===== config.mk =====
export PLATFORM = sky130hd
export DESIGN_NAME = urf_rx_top
export DESIGN_NICKNAME = d
export VERILOG_FILES = /design/src/logic/urf_fifo.v /design/src/logic/urf_rx_top.v /design/src/logic/urf_tick_gen.v
export VERILOG_INCLUDE_DIRS = /design/src /design/src/logic
export SDC_FILE = /design/constraint.sdc
export NUM_CORES = 1
export LEC_CHECK = 0
export BUFFER_PORTS_ARGS = -buffer_cell sky130_fd_sc_hd__buf_2
export CAP_MARGIN = 5
export CORE_ASPECT_RATIO = 1.25
export CORE_MARGIN = 1
export CORE_UTILIZATION = 30
export CTS_CLUSTER_SIZE = 25
export DETAILED_ROUTE_END_ITERATION = 7
export PLACE_DENSITY = 0.48
export SLEW_MARGIN = 30
export SYNTH_ARGS = -nofsm -noshare
export SYNTH_HDL_FRONTEND = slang
export SYNTH_SLANG_ARGS = --single-unit

===== constraint.sdc =====
create_clock -name SYS_CLK_I -period 2.3 [get_ports SYS_CLK_I]
set_clock_uncertainty 0.15 [all_clocks]
set_input_delay 0.345 -clock SYS_CLK_I [delete_from_list [all_inputs] [get_ports SYS_CLK_I]]
set_output_delay 0.345 -clock SYS_CLK_I [all_outputs]
set_load 0.02 [all_outputs]

===== src/logic/urf_consts.vh =====
// register map, field positions, reset values, sampling points and word lengths of the receiver.
// assumes inclusion by bare name from the design files only.
`ifndef URF_CONSTS_VH
`define URF_CONSTS_VH

`define URF_ADDR_CTRL    8'h00
`define URF_ADDR_BAUD    8'h04
`define URF_ADDR_STAT    8'h08
`define URF_ADDR_DATA    8'h0C
`define URF_ADDR_COUNT   8'h10

// control register fields
`define URF_CTRL_RXON    0
`define URF_CTRL_WL9     1
`define URF_CTRL_PON     2
`define URF_CTRL_PTYP_LO 3
`define URF_CTRL_PTYP_HI 4
`define URF_CTRL_RIE     5
`define URF_CTRL_TRG_LO  6
`define URF_CTRL_TRG_HI  7
`define URF_CTRL_MODE_LO 8
`define URF_CTRL_MODE_HI 10
`define URF_CTRL_RST     11'h000

`define URF_BAUD_RST     16'h0000

// status register fields
`define URF_ST_AVAIL     0
`define URF_ST_OVR       1
`define URF_ST_NOISE     2
`define URF_ST_FRAME     3
`define URF_ST_PAR       4
`define URF_ST_IDLE      5
`define URF_ST_NINTH     6

// fifo entry layout: {parity, framing, noise, word[8:0]}
`define URF_FE_NOISE     9
`define URF_FE_FRAME     10
`define URF_FE_PAR       11

// oversampling points inside one bit of sixteen ticks
`define URF_SMP_A        4'h7
`define URF_SMP_B        4'h8
`define URF_SMP_C        4'h9
`define URF_TICK_LAST    4'hF

`define URF_BITS_8       4'h8
`define URF_BITS_9       4'h9

`endif


===== src/logic/urf_fifo.v =====
// four-entry receive fifo in flip-flops, word plus error flags per entry.
// assumes caller never pushes when full or pops when empty.
`timescale 1ns/1ps
`default_nettype none
module urf_fifo (
  // clock and reset
  input  wire        clk_i,
  input  wire        rst_i,
  // write side
  input  wire        wr_i,
  input  wire [11:0] wdata_i,
  // read side
  input  wire        rd_i,
  output wire [11:0] rdata_o,
  // level
  output wire [2:0]  count_o,
  output wire        full_o,
  output wire        empty_o
);
  reg [11:0] mem_ff [0:3];
  reg [1:0]  wp_ff;
  reg [1:0]  rp_ff;
  reg [2:0]  cnt_ff;
  integer    i;

  assign rdata_o = mem_ff[rp_ff];
  assign count_o = cnt_ff;
  assign full_o  = (cnt_ff == 3'h4);
  assign empty_o = (cnt_ff == 3'h0);

  always @(posedge clk_i) begin
    if (rst_i) begin
      wp_ff  <= 2'h0;
      rp_ff  <= 2'h0;
      cnt_ff <= 3'h0;
      for (i = 0; i < 4; i = i + 1) begin
        mem_ff[i] <= 12'h000;
      end
    end else begin
      if (wr_i) begin
        mem_ff[wp_ff] <= wdata_i;
        wp_ff         <= wp_ff + 2'h1;
      end
      if (rd_i) begin
        rp_ff <= rp_ff + 2'h1;
      end
      if (wr_i && !rd_i) begin
        cnt_ff <= cnt_ff + 3'h1;
      end else if (rd_i && !wr_i) begin
        cnt_ff <= cnt_ff - 3'h1;
      end
    end
  end
endmodule
`default_nettype wire


===== src/logic/urf_rx_top.v =====
// serial receiver with four-entry fifo and apb register port.
// assumes the serial input is already synchronous to the system clock.
`timescale 1ns/1ps
`default_nettype none
`include "urf_consts.vh"
module urf_rx_top (
  // clock and reset
  input  wire        SYS_CLK_I,
  input  wire        RST_I,
  // apb slave
  input  wire        PSEL_I,
  input  wire        PENABLE_I,
  input  wire        PWRITE_I,
  input  wire [7:0]  PADDR_I,
  input  wire [31:0] PWDATA_I,
  output reg  [31:0] PRDATA_O,
  output reg         PREADY_O,
  output reg         PSLVERR_O,
  // serial line
  input  wire        SERIAL_LINE_PIN_I,
  output reg         RX_PIN_IS_INPUT_O,
  // interrupt request
  output reg         RX_IRQ_O
);
  localparam [4:0] ST_IDLE  = 5'b00001;
  localparam [4:0] ST_START = 5'b00010;
  localparam [4:0] ST_DATA  = 5'b00100;
  localparam [4:0] ST_STOP  = 5'b01000;
  localparam [4:0] ST_WAITH = 5'b10000;

  // software registers
  reg [10:0] ctrl_ff;
  reg [15:0] baud_ff;
  reg        armed_ff;
  reg        ovr_ff;
  // receive engine
  reg [4:0]  state_ff;
  reg [4:0]  nxt_state;
  reg [3:0]  tick_cnt_ff;
  reg [3:0]  bit_cnt_ff;
  reg [8:0]  rx_shift_register_ff;
  reg [1:0]  smp_ff;
  reg        noise_ff;
  reg        idle_ff;

  wire       receiver_on         = ctrl_ff[`URF_CTRL_RXON];
  wire       word_length_select  = ctrl_ff[`URF_CTRL_WL9];
  wire       parity_on           = ctrl_ff[`URF_CTRL_PON];
  wire [1:0] parity_type_select  = ctrl_ff[`URF_CTRL_PTYP_HI:`URF_CTRL_PTYP_LO];
  wire       rx_interrupt_enable = ctrl_ff[`URF_CTRL_RIE];
  wire [1:0] trig_sel            = ctrl_ff[`URF_CTRL_TRG_HI:`URF_CTRL_TRG_LO];
  wire [2:0] baud_mode_select    = ctrl_ff[`URF_CTRL_MODE_HI:`URF_CTRL_MODE_LO];

  wire        tick;
  wire        fifo_full;
  wire        fifo_empty;
  wire [2:0]  rx_fill_count;
  wire [11:0] head;

  // apb decode
  wire       setup   = PSEL_I && !PENABLE_I;
  wire       access  = PSEL_I && PENABLE_I && PREADY_O;
  wire       wr_acc  = access && PWRITE_I;
  wire       rd_acc  = access && !PWRITE_I;
  wire       hit_stat = (PADDR_I == `URF_ADDR_STAT);
  wire       hit_data = (PADDR_I == `URF_ADDR_DATA);
  wire       mapped  = (PADDR_I == `URF_ADDR_CTRL) || (PADDR_I == `URF_ADDR_BAUD) ||
                       hit_stat || hit_data || (PADDR_I == `URF_ADDR_COUNT);
  wire       clear_seq = rd_acc && hit_data && armed_ff;

  // majority of three samples and disagreement among them
  wire       sample_c = (tick_cnt_ff == `URF_SMP_C);
  wire       vote     = (smp_ff[0] & smp_ff[1]) | (smp_ff[0] & SERIAL_LINE_PIN_I) |
                        (smp_ff[1] & SERIAL_LINE_PIN_I);
  wire       disagree = !((smp_ff[0] == smp_ff[1]) && (smp_ff[1] == SERIAL_LINE_PIN_I));
  wire       bit_end  = tick && (tick_cnt_ff == `URF_TICK_LAST);
  wire       decide   = tick && sample_c;
  wire [3:0] nbits    = word_length_select ? `URF_BITS_9 : `URF_BITS_8;

  // word alignment: 8-bit words sit in the upper shift bits
  wire [8:0] word = word_length_select ? rx_shift_register_ff :
                    {1'b0, rx_shift_register_ff[8:1]};
  // parity bit is the top received bit, so it is already inside the xor
  wire       par_sum = word_length_select ? (^word) : (^word[7:0]);
  // even type wants even ones incl. parity, odd wants odd; mark/space unchecked
  wire       par_err = parity_on && !parity_type_select[1] &&
                       (par_sum ^ parity_type_select[0]);
  wire       stop_done = (state_ff == ST_STOP) && decide;
  wire       push      = stop_done && !fifo_full;
  wire       overrun   = stop_done && fifo_full;
  wire       frame_err = !vote;
  wire [11:0] entry    = {par_err, frame_err, noise_ff | disagree, word};

  urf_tick_gen u_tick (
    .clk_i     (SYS_CLK_I),
    .rst_i     (RST_I),
    .run_i     (receiver_on),
    .divisor_i (baud_ff),
    .mode_i    (baud_mode_select),
    .tick_o    (tick)
  );

  urf_fifo u_fifo (
    .clk_i   (SYS_CLK_I),
    .rst_i   (RST_I),
    .wr_i    (push),
    .wdata_i (entry),
    .rd_i    (clear_seq && !fifo_empty),
    .rdata_o (head),
    .count_o (rx_fill_count),
    .full_o  (fifo_full),
    .empty_o (fifo_empty)
  );

  // next state of the receive engine
  always @* begin
    nxt_state = state_ff;
    case (state_ff)
      ST_IDLE: begin
        if (tick && !SERIAL_LINE_PIN_I) begin
          nxt_state = ST_START;
        end
      end
      ST_START: begin
        if (decide && vote) begin
          nxt_state = ST_IDLE;
        end else if (bit_end) begin
          nxt_state = ST_DATA;
        end
      end
      ST_DATA: begin
        if (bit_end && (bit_cnt_ff == nbits - 4'h1)) begin
          nxt_state = ST_STOP;
        end
      end
      ST_STOP: begin
        // a low stop means break or bad frame: hold off until line is high
        if (decide) begin
          nxt_state = vote ? ST_IDLE : ST_WAITH;
        end
      end
      ST_WAITH: begin
        if (decide && vote) begin
          nxt_state = ST_IDLE;
        end
      end
      default: begin
        nxt_state = ST_IDLE;
      end
    endcase
  end

  // receive engine registers
  always @(posedge SYS_CLK_I) begin
    if (RST_I || !receiver_on) begin
      state_ff             <= ST_IDLE;
      tick_cnt_ff          <= 4'h0;
      bit_cnt_ff           <= 4'h0;
      rx_shift_register_ff <= 9'h000;
      smp_ff               <= 2'h0;
      noise_ff             <= 1'b0;
      idle_ff              <= 1'b1;
    end else begin
      state_ff <= nxt_state;
      if (tick) begin
        tick_cnt_ff <= tick_cnt_ff + 4'h1;
        if (tick_cnt_ff == `URF_SMP_A) begin
          smp_ff[0] <= SERIAL_LINE_PIN_I;
        end
        if (tick_cnt_ff == `URF_SMP_B) begin
          smp_ff[1] <= SERIAL_LINE_PIN_I;
        end
      end
      if (state_ff == ST_IDLE) begin
        // start edge seen at this tick counts as tick zero of the start bit
        tick_cnt_ff <= 4'h1;
        bit_cnt_ff  <= 4'h0;
        noise_ff    <= 1'b0;
        if (nxt_state == ST_START) begin
          idle_ff <= 1'b0;
        end
      end
      if (decide && (state_ff != ST_IDLE) && disagree) begin
        noise_ff <= 1'b1;
      end
      if ((state_ff == ST_DATA) && decide) begin
        rx_shift_register_ff <= {vote, rx_shift_register_ff[8:1]};
      end
      if ((state_ff == ST_DATA) && bit_end) begin
        bit_cnt_ff <= bit_cnt_ff + 4'h1;
      end
      if (stop_done) begin
        idle_ff <= 1'b1;
      end
      if ((state_ff == ST_WAITH) && bit_end) begin
        tick_cnt_ff <= 4'h0;
      end
    end
  end

  // software registers; shift register has no address of its own
  always @(posedge SYS_CLK_I) begin
    if (RST_I) begin
      ctrl_ff  <= `URF_CTRL_RST;
      baud_ff  <= `URF_BAUD_RST;
      armed_ff <= 1'b0;
      ovr_ff   <= 1'b0;
    end else begin
      if (wr_acc && (PADDR_I == `URF_ADDR_CTRL)) begin
        ctrl_ff <= PWDATA_I[10:0];
      end
      if (wr_acc && (PADDR_I == `URF_ADDR_BAUD)) begin
        baud_ff <= PWDATA_I[15:0];
      end
      if (access && hit_stat) begin
        armed_ff <= 1'b1;
      end else if (rd_acc && hit_data) begin
        armed_ff <= 1'b0;
      end
      // new overrun in the clearing cycle wins
      if (overrun) begin
        ovr_ff <= 1'b1;
      end else if (clear_seq) begin
        ovr_ff <= 1'b0;
      end
    end
  end

  // apb answer: data latched in setup, ready in first access cycle
  always @(posedge SYS_CLK_I) begin
    if (RST_I) begin
      PRDATA_O  <= 32'h0000_0000;
      PREADY_O  <= 1'b0;
      PSLVERR_O <= 1'b0;
    end else begin
      PREADY_O  <= setup;
      PSLVERR_O <= setup && !mapped;
      if (setup) begin
        PRDATA_O <= 32'h0000_0000;
        if (!PWRITE_I) begin
          case (PADDR_I)
            `URF_ADDR_CTRL: begin
              PRDATA_O <= {21'h00_0000, ctrl_ff};
            end
            `URF_ADDR_BAUD: begin
              PRDATA_O <= {16'h0000, baud_ff};
            end
            `URF_ADDR_STAT: begin
              PRDATA_O <= {25'h000_0000,
                           head[8] & !fifo_empty,
                           idle_ff,
                           head[`URF_FE_PAR] & !fifo_empty,
                           head[`URF_FE_FRAME] & !fifo_empty,
                           head[`URF_FE_NOISE] & !fifo_empty,
                           ovr_ff,
                           !fifo_empty};
            end
            `URF_ADDR_DATA: begin
              PRDATA_O <= {24'h00_0000, head[7:0] & {8{!fifo_empty}}};
            end
            `URF_ADDR_COUNT: begin
              PRDATA_O <= {29'h0000_0000, rx_fill_count};
            end
            default: begin
              PRDATA_O <= 32'h0000_0000;
            end
          endcase
        end
      end
    end
  end

  // interrupt and pin role
  always @(posedge SYS_CLK_I) begin
    if (RST_I) begin
      RX_IRQ_O          <= 1'b0;
      RX_PIN_IS_INPUT_O <= 1'b0;
    end else begin
      RX_PIN_IS_INPUT_O <= receiver_on;
      // level request; noise alone never adds a source
      RX_IRQ_O <= rx_interrupt_enable &&
                  ((rx_fill_count >= ({1'b0, trig_sel} + 3'h1)) || ovr_ff);
    end
  end
endmodule
`default_nettype wire


===== src/logic/urf_tick_gen.v =====
// sixteen-times-baud tick generator: one-cycle enable pulse.
// assumes divisor and mode are stable while the receiver is on.
`timescale 1ns/1ps
`default_nettype none
module urf_tick_gen (
  // clock and reset
  input  wire        clk_i,
  input  wire        rst_i,
  // setup
  input  wire        run_i,
  input  wire [15:0] divisor_i,
  input  wire [2:0]  mode_i,
  // tick
  output reg         tick_o
);
  reg [6:0]  pre_ff;
  reg [15:0] div_ff;
  wire       pre_done;

  // mode picks a power-of-two prescale ahead of the divisor
  assign pre_done = (pre_ff == ((7'h01 << mode_i) - 7'h01));

  always @(posedge clk_i) begin
    if (rst_i || !run_i) begin
      pre_ff <= 7'h00;
      div_ff <= 16'h0000;
      tick_o <= 1'b0;
    end else begin
      tick_o <= 1'b0;
      if (pre_done) begin
        pre_ff <= 7'h00;
        if (div_ff >= divisor_i) begin
          div_ff <= 16'h0000;
          tick_o <= 1'b1;
        end else begin
          div_ff <= div_ff + 16'h0001;
        end
      end else begin
        pre_ff <= pre_ff + 7'h01;
      end
    end
  end
endmodule
`default_nettype wire


==> impl_metrics.tcl <==
set metrics [dict create \
    chipWidth_um 147 \
    cts.sinks 156 \
    die_h_um 183 \
    htree_levels 4 \
    slew_violations 0 \
    synth_edf_count 48 \
    worstSkewPairLatency_ps 440 \
    cts_made_buffers 17 \
    hold_path_depth 3 \
    power.total_w 0.00597 \
    start_kind "register" \
    num_rows 65 \
    drive_gt1_share_pct 24.7 \
    boundaryPins 82 \
    syn_area_per_cell_um2 9.64 \
    power_density_nw_per_um2 610 \
    post-route-period-util_pct 100 \
    grt_setup_unrepaired "true" \
    via_per_inst 4.74 \
    synth_flop_cell "dfxtp_1" \
    layout.nets 1008 \
    die-area_um2 26900 \
    first_pass_iters 4 \
    grt_util_all_layers_pct 15.8 \
    yosysSeqAreaShare_pct 45.8 \
    hold_ws_ps 15.5 \
    overflow 0 \
    cts_tree "done" \
    path_class "register to register" \
    ant_nets 0 \
    max-cap-violations 0 \
    clk_path_buf_depth 2 \
    drt_iter0_markers 222 \
    tightest_slew_ps 573 \
    m1WireLength_mm 8.78 \
    synth_most_common_cell "nor2_1" \
    nFillCells 2626 \
    max_clock_freq_mhz 434 \
    root_buffer "clkbuf_16" \
    synth_area_leaders "dfxtp_1 (27%), edfxtp_1 (18%), nor2_1 (5.4%), mux2i_1 (5.0%), ha_1 (4.6%)" \
    wl_mm 20.4 \
    place_congestion 0.822 \
    antenna_found_initial 0 \
    fin_tns_setup_ps -4.49 \
    grt_pass1_wl_mm 32.7 \
    core_um2 25500 \
    synth_commonest_cells "nor2_1 (114), dfxtp_1 (108), nand2_1 (73), edfxtp_1 (48), mux2i_1 (39)" \
    topRoutingLayerUsed "met4" \
    hold_viol 0 \
    fin_util_pct 38.3 \
    placedInstanceArea_um2 8970 \
    fin_ws_ps -4.49 \
    synth_area_um2 7870 \
    final.min_clock_period_ps 2300 \
    wl_met2_mm 10.8 \
    grt_pass1_vias 6091 \
    violations "negative setup slack" \
    vias 6063 \
    setup_viol 1 \
    yosysTopAreaCellShare_pct 27.5 \
    vdd_drop_max_mv 0.419 \
    io_buffers 49 \
    critical_path_arrival_ps 2520 \
    async_flop_share_pct 0 \
    synth_warnings 0 \
    syn_to_final_growth_pct 24.5 \
    rr_worst_depth 10 \
    fin_area_um2 9790 \
    outcome "complete, but fails checks" \
    floorplan.initialDensity_pct 30.8 \
    routed-wl-met3_um 563 \
    synthCells 816 \
    p_leak_nw 3.63 \
    yosysTopAreaCell "dfxtp_1" \
    grt_start_max_net_pins 35 \
    drc 0 \
    worstPathMaxFanout 3 \
    hold_class "primary input to register" \
    hpwlAfterDp_mm 15.1 \
    cp-end-kind "register" \
    ys_ff_latch 156 \
    crit_required_ps 2520 \
    wl_per_cell_um 15.9 \
    maxSlewHeadroom_pct 60.7 \
    antennaDiodeCount 0 \
    clkTransAtPathRegs_ps 60 \
    ys_types 72 \
]
final timing paths:
kind	from	end	slack [ps]
setup reg to reg	tick_cnt_ff[1]	u_fifo.count_o[2]	-4
hold / removal	PWDATA_I[2]	baud_ff[2]	20
hold reg to reg	PRDATA_O[14]	PRDATA_O[14]	300
setup / recovery	tick_cnt_ff[1]	u_fifo.count_o[2]	-4
what timing repair did:
| action | 4_1_cts | 5_1_grt |
|---|---|---|
| hold endpoints to repair | 10 | 0 |
| pin swaps | 0 | 2 |
| hold buffers | 10 | 0 |
| gates resized for setup | 2 | 20 |
| setup buffers | 0 | 1 |
| endpoints found under the setup margin | 36 | 40 |
| cloned | 0 | 1 |
per-stage QoR:
stage / setup slack [ps] / std cells
finish: -4.49 / 1280
global route: -95.9 / 1280
CTS: -31.2 / 1278
detailed placement: -285 / 1236
global placement: -301 / 1236
floorplan: -34.8 / 831
sequential cells by signal (all words and copies together) (netlist names), 2 cells and up, named ones only:
name	count
rx_shift_register_ff	9
u_fifo.count_o	3
baud_ff	16
PRDATA_O	16
ctrl_ff	11
u_fifo.rp_ff	2
tick_cnt_ff	4
u_fifo.wp_ff	2
state_ff	5
smp_ff	2
u_tick.pre_ff	7
u_tick.div_ff	16
u_fifo.mem_ff	48
bit_cnt_ff	4
cell families after synthesis:
kind of cell | synth area share [%]
fa+ha+maj | 4.87
mux | 8.40
other cells | 0.0477
compound gates | 9.83
flops | 45.8
buf+inv | 6.24
xor+xnor | 4.45
simple gates | 20.3
critical path, stage by stage (launching register included):
cell     delay [ps]
dfxtp_2         320
inv_2            70
ha_4            120
and4b_2         250
and4_4          270
ha_4            140
inv_2            30
fa_2            340
xor2_1          150
or3_1           300
a21oi_1         110
metal layers:
metal / vias up / global-route usage (%)
li1: 3078 / -
met1: 2875 / 18.1
met2: 96 / 29.2
met3: 14 / 3.13
met4: 0 / 5.50
met5: - / 0
power breakdown:
part / internal [W] / total (W) / switching, W
registers: 0.00287 / 0.00288 / 0.00000995
logic: 0.0000828 / 0.000208 / 0.000125
clock network: 0.00166 / 0.00289 / 0.00123
total: 0.00461 / 0.00597 / 0.00136
placed cells by master (no fill, tap or decap), types with 4 or more instances in the layout:
| cell type | n |
|---|---|
| nor3_1 | 30 |
| xnor2_1 | 24 |
| dfxtp_2 | 6 |
| ha_1 | 26 |
| and3_1 | 8 |
| buf_4 | 76 |
| nor2b_1 | 7 |
| nand3_1 | 20 |
| o21ai_0 | 20 |
| conb_1 | 16 |
| mux4_2 | 12 |
| inv_1 | 31 |
| a22oi_1 | 7 |
| buf_12 | 7 |
| nand2_2 | 4 |
| clkbuf_16 | 18 |
| nor2_1 | 114 |
| a21oi_2 | 13 |
| o31ai_1 | 4 |
| dfxtp_1 | 102 |
| or3_1 | 6 |
| nand2_1 | 73 |
| edfxtp_1 | 48 |
| mux2i_1 | 39 |
| dlygate4sd3_1 | 10 |
| nand2b_1 | 6 |
| nor4_1 | 6 |
| and2_1 | 6 |
| a211oi_2 | 4 |
| nand4_1 | 18 |
| a21oi_1 | 32 |
| xor2_1 | 16 |
| buf_2 | 49 |
cell type report:
| type | instances | area (um^2) | area share (%) |
|---|---|---|---|
| clock buffer | 19 | 443 | 4.52 |
| clock inverter | 13 | 156 | 1.60 |
| sequential | 156 | 3610 | 36.9 |
| timing repair buffer | 144 | 1090 | 11.2 |
| inverter | 33 | 124 | 1.27 |
| multi-input combinational | 580 | 3950 | 40.3 |
| tap | 335 | 419 | 4.28 |
Power figures use the tool's default switching activity.
